File: config.mk
export PLATFORM = sky130hd
export DESIGN_NAME = abl_alu
export DESIGN_NICKNAME = d
export VERILOG_FILES = /design/src/hdl/abl_flag_calc.v /design/src/hdl/abl_alu.v
export VERILOG_INCLUDE_DIRS = /design/src /design/src/hdl
export SDC_FILE = /design/constraint.sdc
export NUM_CORES = 1
export LEC_CHECK = 0
export BUFFER_PORTS_ARGS = -buffer_cell sky130_fd_sc_hd__buf_2
export CAP_MARGIN = 20
export CORE_MARGIN = 5
export CORE_UTILIZATION = 52
export DETAILED_ROUTE_END_ITERATION = 6
export MAX_ROUTING_LAYER = met4
export PLACE_DENSITY = 0.88
export SYNTH_ARGS = -nofsm -noshare
export SYNTH_HDL_FRONTEND = slang
export SYNTH_SLANG_ARGS = --single-unit
File: constraint.sdc
create_clock -name clk -period 3.1 [get_ports clk]
set_input_delay 0.155 -clock clk [delete_from_list [all_inputs] [get_ports clk]]
set_output_delay 0.155 -clock clk [all_outputs]
set_load 0.02 [all_outputs]
File: src/hdl/abl_alu_defines.vh
// constants for the add and bit logic execution datapath
`ifndef ABL_ALU_DEFINES_VH
`define ABL_ALU_DEFINES_VH

// ****************************************************************
// register indices (byte address = index * 4)
// ****************************************************************
`define ABL_IDX_CTRL      10'h000
`define ABL_IDX_STAT      10'h001
`define ABL_IDX_RESULT    10'h002
`define ABL_IDX_FLAGS     10'h0d5

// ****************************************************************
// field positions
// ****************************************************************
`define ABL_FLAG_C        7
`define ABL_FLAG_Z        6
`define ABL_FLAG_S        5
`define ABL_FLAG_V        4
`define ABL_FLAG_D        3
`define ABL_FLAG_H        2
`define ABL_CTRL_EN       0
`define ABL_CTRL_PAGE_LO  4
`define ABL_STAT_BUSY     0
`define ABL_STAT_ILLEGAL  1

// ****************************************************************
// reset values
// ****************************************************************
`define ABL_RST_FLAGS     8'h00
`define ABL_RST_CTRL      8'h01

// ****************************************************************
// operation kinds
// ****************************************************************
`define ABL_KIND_ADD      3'h0
`define ABL_KIND_ADC      3'h1
`define ABL_KIND_AND      3'h2
`define ABL_KIND_BAND     3'h3
`define ABL_KIND_BCMP     3'h4

// ****************************************************************
// opcode fields
// ****************************************************************
`define ABL_HI_ADD        4'h0
`define ABL_HI_ADC        4'h1
`define ABL_HI_AND        4'h5
`define ABL_OP_BAND       8'h67
`define ABL_OP_BCMP       8'h17
`define ABL_LO_RR         4'h2
`define ABL_LO_RIR        4'h3
`define ABL_LO_GG         4'h4
`define ABL_LO_GIG        4'h5
`define ABL_LO_IMM        4'h6

`endif

File: src/hdl/abl_flag_calc.v
// combinational result and flag computation for one operation
`timescale 1ns/10ps
`default_nettype none
`include "abl_alu_defines.vh"

module abl_flag_calc
(
    input  wire [2:0] kind,      // operation kind
    input  wire [7:0] dst,       // destination operand
    input  wire [7:0] src,       // source operand
    input  wire [2:0] bit_idx,   // bit index b
    input  wire       form,      // bit and form selector
    input  wire [7:0] flags_in,  // current flags
    output reg  [7:0] result,    // value for destination
    output reg  [7:0] flags_out, // updated flags
    output reg        writes     // destination is written
);

    reg       cin;
    reg [8:0] sum;
    reg [4:0] low;
    reg       rbit;

    always @*
    begin
        cin       = (kind == `ABL_KIND_ADC) ? flags_in[`ABL_FLAG_C] : 1'b0;
        sum       = {1'b0, dst} + {1'b0, src} + {8'h00, cin};
        low       = {1'b0, dst[3:0]} + {1'b0, src[3:0]} + {4'h0, cin};
        result    = dst;
        flags_out = flags_in;
        writes    = 1'b1;
        rbit      = 1'b0;
        case (kind)
            `ABL_KIND_ADD, `ABL_KIND_ADC:
            begin
                result                = sum[7:0];
                flags_out[`ABL_FLAG_C] = sum[8];
                flags_out[`ABL_FLAG_Z] = (sum[7:0] == 8'h00);
                flags_out[`ABL_FLAG_S] = sum[7];
                flags_out[`ABL_FLAG_V] = (dst[7] == src[7]) && (sum[7] != dst[7]);
                flags_out[`ABL_FLAG_D] = 1'b0;
                flags_out[`ABL_FLAG_H] = low[4];
            end
            `ABL_KIND_AND:
            begin
                result                = dst & src;
                flags_out[`ABL_FLAG_Z] = ((dst & src) == 8'h00);
                flags_out[`ABL_FLAG_S] = dst[7] & src[7];
                flags_out[`ABL_FLAG_V] = 1'b0;
            end
            `ABL_KIND_BAND:
            begin
                if (form == 1'b0)
                begin
                    rbit      = dst[0] & src[bit_idx];
                    result[0] = rbit;
                end
                else
                begin
                    rbit            = dst[bit_idx] & src[0];
                    result[bit_idx] = rbit;
                end
                flags_out[`ABL_FLAG_Z] = ~rbit;
                flags_out[`ABL_FLAG_S] = 1'b0;
            end
            `ABL_KIND_BCMP:
            begin
                writes                = 1'b0;
                flags_out[`ABL_FLAG_Z] = (dst[0] == src[bit_idx]);
                flags_out[`ABL_FLAG_S] = 1'b0;
            end
            default:
            begin
                writes = 1'b0;
            end
        endcase
    end

endmodule // abl_flag_calc

`default_nettype wire

File: src/hdl/abl_alu.v
// sequencer, operand fetch, flags register and bus slave of the alu group
// Contract
// - adc stores dst plus src plus carry
// - adds set carry, zero, sign from result
// - overflow when same-sign operands flip sign
// - adc half-carry from bit three carry
// - add stores dst plus src, no carry
// - add half-carry from low nibble carry
// - both adds clear decimal-adjust flag
// - and stores dst and src
// - and sets zero, sign; clears overflow
// - bit and has two bit forms
// - bit and touches one bit, flags
// - second byte holds register, bit, form
// - bit compare writes no operand
// - bit compare zero when bits equal
// - flags live at register index d5
`timescale 1ns/10ps
`default_nettype none
`include "abl_alu_defines.vh"

module abl_alu
(
    input  wire        clk,        // core clock, 40 MHz
    input  wire        rst_b,      // synchronous reset, active low
    input  wire        op_valid,   // decoder offers an instruction
    output wire        op_ready,   // block idle and ctrl enable set, takes the instruction
    input  wire [7:0]  op_code,    // opcode byte
    input  wire [7:0]  op_byte2,   // second instruction byte
    input  wire [7:0]  op_byte3,   // third instruction byte
    output reg         op_done,    // one-cycle pulse, operation finished
    output reg         op_illegal, // one-cycle pulse with op_done
    output wire        rf_rd,      // register file read strobe
    output wire [7:0]  rf_addr,    // register file address
    input  wire [7:0]  rf_rdata,   // read data, one cycle after rf_rd
    output reg         rf_wr,      // register file write strobe
    output reg  [7:0]  rf_wdata,   // register file write data
    output reg  [7:0]  flags,      // flags register contents
    input  wire        wb_cyc_i,   // wishbone cycle
    input  wire        wb_stb_i,   // wishbone strobe
    input  wire        wb_we_i,    // wishbone write enable
    input  wire [11:0] wb_adr_i,   // wishbone byte address
    input  wire [3:0]  wb_sel_i,   // wishbone byte selects
    input  wire [31:0] wb_dat_i,   // wishbone write data
    output reg  [31:0] wb_dat_o,   // wishbone read data
    output reg         wb_ack_o    // wishbone acknowledge
);

    // ****************************************************************
    // states
    // ****************************************************************
    localparam [2:0] S_IDLE = 3'h0;
    localparam [2:0] S_RPTR = 3'h1;
    localparam [2:0] S_GPTR = 3'h2;
    localparam [2:0] S_RSRC = 3'h3;
    localparam [2:0] S_GSRC = 3'h4;
    localparam [2:0] S_RDST = 3'h5;
    localparam [2:0] S_GDST = 3'h6;
    localparam [2:0] S_WRB  = 3'h7;

    reg  [2:0]  state;
    reg  [2:0]  next_state;
    reg  [2:0]  kind;
    reg  [7:0]  src_addr;
    reg  [7:0]  dst_addr;
    reg  [7:0]  src_val;
    reg  [7:0]  dst_val;
    reg  [2:0]  bit_idx;
    reg         form;
    reg  [7:0]  ctrl;
    reg         illegal_seen;
    reg  [7:0]  last_result;

    // decoder outputs
    reg  [2:0]  d_kind;
    reg  [7:0]  d_src;
    reg  [7:0]  d_dst;
    reg  [2:0]  d_bit;
    reg         d_form;
    reg         d_ptr;
    reg         d_imm;
    reg         d_ok;

    wire [7:0]  calc_result;
    wire [7:0]  calc_flags;
    wire        calc_writes;
    wire [3:0]  page;
    wire        take;
    wire        wb_req;
    wire        wb_wr;
    wire [9:0]  wb_idx;

    assign page     = ctrl[7:`ABL_CTRL_PAGE_LO];
    assign op_ready = (state == S_IDLE) && ctrl[`ABL_CTRL_EN];
    assign take     = op_valid && op_ready;
    assign wb_req   = wb_cyc_i && wb_stb_i && !wb_ack_o;
    assign wb_wr    = wb_req && wb_we_i && wb_sel_i[0];
    assign wb_idx   = wb_adr_i[11:2];

    // ****************************************************************
    // instruction decode
    // ****************************************************************
    always @*
    begin
        d_kind = `ABL_KIND_ADD;
        d_src  = 8'h00;
        d_dst  = 8'h00;
        d_bit  = op_byte2[3:1];
        d_form = op_byte2[0];
        d_ptr  = 1'b0;
        d_imm  = 1'b0;
        d_ok   = 1'b1;
        if (op_code == `ABL_OP_BAND)
        begin
            d_kind = `ABL_KIND_BAND;
            if (op_byte2[0] == 1'b0)
            begin
                d_dst = {page, op_byte2[7:4]};
                d_src = op_byte3;
            end
            else
            begin
                d_src = {page, op_byte2[7:4]};
                d_dst = op_byte3;
            end
        end
        else if (op_code == `ABL_OP_BCMP)
        begin
            d_kind = `ABL_KIND_BCMP;
            d_dst  = {page, op_byte2[7:4]};
            d_src  = op_byte3;
            d_form = 1'b0;
        end
        else
        begin
            case (op_code[7:4])
                `ABL_HI_ADD: d_kind = `ABL_KIND_ADD;
                `ABL_HI_ADC: d_kind = `ABL_KIND_ADC;
                `ABL_HI_AND: d_kind = `ABL_KIND_AND;
                default:     d_ok   = 1'b0;
            endcase
            case (op_code[3:0])
                // odd low codes are the indirect forms
                `ABL_LO_RR, `ABL_LO_RIR:
                begin
                    d_dst = {page, op_byte2[7:4]};
                    d_src = {page, op_byte2[3:0]};
                    d_ptr = op_code[0];
                end
                `ABL_LO_GG, `ABL_LO_GIG:
                begin
                    d_src = op_byte2;
                    d_dst = op_byte3;
                    d_ptr = op_code[0];
                end
                `ABL_LO_IMM:
                begin
                    d_dst = op_byte2;
                    d_src = op_byte3;
                    d_imm = 1'b1;
                end
                default: d_ok = 1'b0;
            endcase
        end
    end

    // ****************************************************************
    // result and flag computation
    // ****************************************************************
    abl_flag_calc u_calc
    (
        .kind      (kind),
        .dst       (dst_val),
        .src       (src_val),
        .bit_idx   (bit_idx),
        .form      (form),
        .flags_in  (flags),
        .result    (calc_result),
        .flags_out (calc_flags),
        .writes    (calc_writes)
    );

    // ****************************************************************
    // register file access
    // ****************************************************************
    assign rf_rd   = (state == S_RPTR) || (state == S_RSRC) || (state == S_RDST);
    assign rf_addr = (state == S_RDST) ? dst_addr : src_addr;

    // ****************************************************************
    // sequencer
    // ****************************************************************
    always @*
    begin
        next_state = state;
        case (state)
            S_IDLE:
            begin
                if (take && d_ok)
                begin
                    if (d_ptr)
                        next_state = S_RPTR;
                    else if (d_imm)
                        next_state = S_RDST;
                    else
                        next_state = S_RSRC;
                end
            end
            S_RPTR:  next_state = S_GPTR;
            S_GPTR:  next_state = S_RSRC;
            S_RSRC:  next_state = S_GSRC;
            S_GSRC:  next_state = S_RDST;
            S_RDST:  next_state = S_GDST;
            S_GDST:  next_state = S_WRB;
            S_WRB:   next_state = S_IDLE;
            default: next_state = S_IDLE;
        endcase
    end

    always @(posedge clk)
    begin
        if (!rst_b)
        begin
            state      <= S_IDLE;
            kind       <= `ABL_KIND_ADD;
            src_addr   <= 8'h00;
            dst_addr   <= 8'h00;
            src_val    <= 8'h00;
            dst_val    <= 8'h00;
            bit_idx    <= 3'h0;
            form       <= 1'b0;
            op_done    <= 1'b0;
            op_illegal <= 1'b0;
            rf_wr      <= 1'b0;
            rf_wdata   <= 8'h00;
        end
        else
        begin
            state      <= next_state;
            op_done    <= 1'b0;
            op_illegal <= 1'b0;
            rf_wr      <= 1'b0;
            case (state)
                S_IDLE:
                begin
                    if (take)
                    begin
                        kind     <= d_kind;
                        src_addr <= d_src;
                        dst_addr <= d_dst;
                        bit_idx  <= d_bit;
                        form     <= d_form;
                        if (d_imm)
                            src_val <= op_byte3;
                        if (!d_ok)
                        begin
                            op_done    <= 1'b1;
                            op_illegal <= 1'b1;
                        end
                    end
                end
                S_GPTR:  src_addr <= rf_rdata;
                S_GSRC:  src_val  <= rf_rdata;
                S_GDST:  dst_val  <= rf_rdata;
                S_WRB:
                begin
                    rf_wr    <= calc_writes;
                    rf_wdata <= calc_result;
                    op_done  <= 1'b1;
                end
                default: op_done <= 1'b0;
            endcase
        end
    end

    // ****************************************************************
    // flags, control and status registers
    // ****************************************************************
    always @(posedge clk)
    begin
        if (!rst_b)
        begin
            flags        <= `ABL_RST_FLAGS;
            ctrl         <= `ABL_RST_CTRL;
            illegal_seen <= 1'b0;
            last_result  <= 8'h00;
        end
        else
        begin
            if (state == S_WRB)
            begin
                flags       <= calc_flags;
                last_result <= calc_result;
            end
            else if (wb_wr && (wb_idx == `ABL_IDX_FLAGS))
                flags <= wb_dat_i[7:0];
            if (wb_wr && (wb_idx == `ABL_IDX_CTRL))
                ctrl <= wb_dat_i[7:0];
            // new illegal event wins over a write-one clear
            if (take && !d_ok)
                illegal_seen <= 1'b1;
            else if (wb_wr && (wb_idx == `ABL_IDX_STAT) && wb_dat_i[`ABL_STAT_ILLEGAL])
                illegal_seen <= 1'b0;
        end
    end

    // ****************************************************************
    // wishbone slave
    // ****************************************************************
    always @(posedge clk)
    begin
        if (!rst_b)
        begin
            wb_ack_o <= 1'b0;
            wb_dat_o <= 32'h00000000;
        end
        else
        begin
            wb_ack_o <= wb_req;
            wb_dat_o <= 32'h00000000;
            if (wb_req && !wb_we_i)
            begin
                case (wb_idx)
                    `ABL_IDX_CTRL:   wb_dat_o <= {24'h000000, ctrl};
                    `ABL_IDX_STAT:   wb_dat_o <= {30'h00000000, illegal_seen,
                                                  (state != S_IDLE)};
                    `ABL_IDX_RESULT: wb_dat_o <= {24'h000000, last_result};
                    `ABL_IDX_FLAGS:  wb_dat_o <= {24'h000000, flags};
                    default:         wb_dat_o <= 32'h00000000;
                endcase
            end
        end
    end

endmodule // abl_alu

`default_nettype wire

==> impl_metrics.tcl <==
set metrics [dict create \
    status "finished, final reports clean" \
    nNetsFinal 781 \
    clock_latency_ns 0.36 \
    dr_total_vias 5120 \
    cts_made_buffers 9 \
    numClockSinks 79 \
    syn_to_final_growth_pct 13.61 \
    synth_compound_gate_area_share_pct 26.30 \
    cp-start-kind "flip-flop" \
    reg2reg_depth 9 \
    synth_top_family_by_area "compound AO/OA/AOI/OAI gates" \
    cts-hold-fix-buffers 0 \
    hpwl_um 11550 \
    setup-tns-final_ns 0 \
    ios 148 \
    die_h_um 107.7 \
    cp_max_fo 3 \
    drtIter0Drc 339 \
    cell_internal_pwr_mw 1.637 \
    clkTransAtPathRegs_ns 0.09 \
    overflow 0 \
    rsz0062_at_grt "no" \
    yosys_warnings 0 \
    synth_flop_cell "dfxtp_1" \
    synthXorXnorAreaFrac_pct 0.7055 \
    coreArea_sq_um 9284 \
    p_seq_share_pct 47.0 \
    via_per_inst 6.259 \
    cp_data_required_time_ns 3.37 \
    drc 0 \
    p_comb_share_pct 19.9 \
    synthesis.area_sq_um 4966 \
    tightest_slew_ns 0.8589 \
    r2r_end "flags[6]" \
    hold_violations 0 \
    setup_viol 0 \
    cp-end-kind "flip-flop" \
    place_inst 802 \
    wl_per_cell_um 18.26 \
    synthArstFlopShare_pct 0 \
    grt_pass1_wl_um 23830 \
    cts-root-buf "clkbuf_8" \
    synth_cell_types 76 \
    path_class "flip-flop to flip-flop" \
    fmax_mhz 355.7 \
    power.share.clock_pct 33.2 \
    first_global_vias 4775 \
    rr_startpoint "kind[1]" \
    hold_depth 3 \
    p_leak_nw 2.399 \
    grt_max_degree 50 \
    die_area_sq_um 11600 \
    synth_adder_area_share_pct 3.074 \
    clk_path_buf_depth 2 \
    switching_share_pct 31.97 \
    gp_congestion 0.9743 \
    initial_core_util_pct 53.49 \
    slew_headroom_pct 42.62 \
    tritoncts "done" \
    power_switching_mw 0.7696 \
    die_x_um 107.7 \
    slew_viol_final 0 \
    syn_inst 601 \
    synth-edff-count 0 \
    synth_mux_area_share_pct 6.853 \
    port_buffers 94 \
    reg2reg_slack_ns 0.29 \
    wl_um 14940 \
    layout-drive-gt1-share_pct 22.50 \
    post_cts_resized 0 \
    grt_antenna_before_repair 0 \
    drtAntennaViolNets 0 \
    yosys.area_share.simple_pct 23.61 \
    cp.arrival_ns 3.08 \
    htreeDepth 3 \
    min_path_type "input pin to flip-flop" \
    period_needed_ns 2.811 \
    fin_worst_skew_ns 0.01184 \
    powerDensity_nw_per_um2 426.6 \
    syn_avg_cell_area_sq_um 8.263 \
    dr.pass1.iters 6 \
    layout.cells.non_filler 818 \
    post-cts-setup-buffers 0 \
    antenna_cells 0 \
    fp-row-count 35 \
    yosysSeqAreaShare_pct 31.85 \
    irDropWorstVdd_mv 0.2304 \
    hold_start "wb_dat_i[7]" \
    grt_usage_pct 26.18 \
    drv_cap 0 \
    synth_seq_cells 79 \
    fin_crit_sh_pct 90.69 \
    min_to "ctrl[7]" \
]
==> metal layers <==
layer / share of wire (%) / vias up / global-route usage [%]
met5: 0 / - / -
met4: 2.4 / 0 / 9.558
met3: 11 / 38 / 4.619
met2: 47 / 332 / 41.87
met1: 40 / 2411 / 33.25
li1: - / 2339 / -
==> worst max-delay path by stage <==
stage | cells after the start | slack [ns] | startpoint | end
6_report | 9 | 0.29 | kind[1] | flags[6]
5_1_grt | 9 | 0.16 | kind[1] | flags[6]
4_1_cts | 9 | 0.31 | kind[1] | flags[6]
3_5_place_dp | 9 | 0.33 | kind[1] | flags[6]
3_3_place_gp | 9 | 0.38 | kind[1] | flags[6]
2_1_floorplan | 9 | 0.44 | kind[0] | flags[6]
==> registers in the layout, summed over array words and instances (netlist names) <==
register / count
bit_idx: 3
ctrl: 8
dst_addr: 8
dst_val: 8
flags: 8
form: 1
illegal_seen: 1
kind: 3
last_result: 8
op_done: 1
op_illegal: 1
rf_wr: 1
src_addr: 8
src_val: 8
state: 3
wb_ack_o: 1
wb_dat_o: 8
==> power groups by stage <==
stage | combinational (mW) | clock [mW] | sequential [mW]
2_1_floorplan | 0.361 | 0 | 1.12
5_1_grt | 0.517 | 0.844 | 1.14
4_1_cts | 0.473 | 0.811 | 1.13
3_5_place_dp | 0.470 | 0 | 1.15
3_3_place_gp | 0.457 | 0 | 1.15
6_report | 0.478 | 0.798 | 1.13
==> worst max-delay path, cell delays in order, from the launching register on <==
cell and delay, ns:
dfxtp_1 0.31, nor2_1 0.20, nand3_1 0.13, fa_1 0.45, fa_1 0.41, nand2b_1 0.19
a21oi_1 0.24, xor2_1 0.15, or3_1 0.36, o41ai_2 0.28
==> Yosys cell counts (11+ instances only) <==
library cell | count | share of area [%]
nand2_1 | 83 | 6.3
dfxtp_1 | 79 | 32
o21ai_0 | 40 | 4.0
a21oi_1 | 37 | 3.7
nor2_1 | 31 | 2.3
buf_4 | 26 | 3.9
nand3_1 | 19 | 1.9
a21boi_0 | 18 | 2.7
clkbuf_1 | 18 | 1.4
nor3_1 | 14 | 1.4
mux2_2 | 13 | 2.9
a22oi_1 | 12 | 1.8
nor2b_1 | 11 | 1.4
==> layout by cell type, fill, tap and decap left out, drive strengths merged, types with 5 or more instances in the layout <==
cell type / netlist / routed
o2111ai: 5 / 5
conb: 1 / 24
buf: 39 / 106
and3: 9 / 9
a22oi: 12 / 12
o211a: 9 / 9
nor2: 31 / 31
a222oi: 6 / 6
ha: 9 / 9
nand3: 20 / 20
inv: 10 / 13
nand3b: 8 / 8
nor3: 17 / 17
or3: 6 / 6
o21ai: 41 / 41
or2: 5 / 5
nor2b: 11 / 11
and2: 9 / 9
mux2i: 10 / 10
a31oi: 7 / 7
a21oi: 37 / 37
nand2b: 5 / 5
o211ai: 7 / 7
a21boi: 21 / 21
dfxtp: 79 / 79
nor3b: 7 / 7
a221oi: 10 / 10
nand2: 83 / 83
a21o: 8 / 8
mux2: 13 / 13
clkbuf: 18 / 9
==> cell families after synthesis <==
group | count (synthesis)
buf+inv | 67
simple gates | 224
xor+xnor | 4
compound gates | 188
fa+ha+maj | 11
mux | 27
flops | 79
other cells | 1
==> per-stage QoR <==
step | util [%] | power [mW] | hold WS (ns) | setup WS (ns) | area, sq um
2_1_floorplan | - | 1.482 | 0.2891 | 0.4413 | 5052
3_3_place_gp | 58.57 | 1.604 | 0.4110 | 0.3793 | 5438
3_5_place_dp | 58.57 | 1.622 | 0.4240 | 0.3270 | 5438
4_1_cts | 60.77 | 2.412 | 0.04233 | 0.3101 | 5642
5_1_grt | 60.77 | 2.500 | 0.05434 | 0.1618 | 5642
6_report | 60.77 | 2.407 | 0.05260 | 0.2886 | 5642
==> layout make-up <==
cell class                      instances  area, sq um
Clock buffer                            9        123.9
Clock inverter                          7        80.08
Fill cell                             838         3642
Inverter                               10        37.54
Multi-Input combinational cell        478         3097
Sequential cell                        79         1582
Tap cell                              129        161.4
Timing Repair Buffer                  106        560.5
No activity file was read; power rests on OpenSTA's default activity.
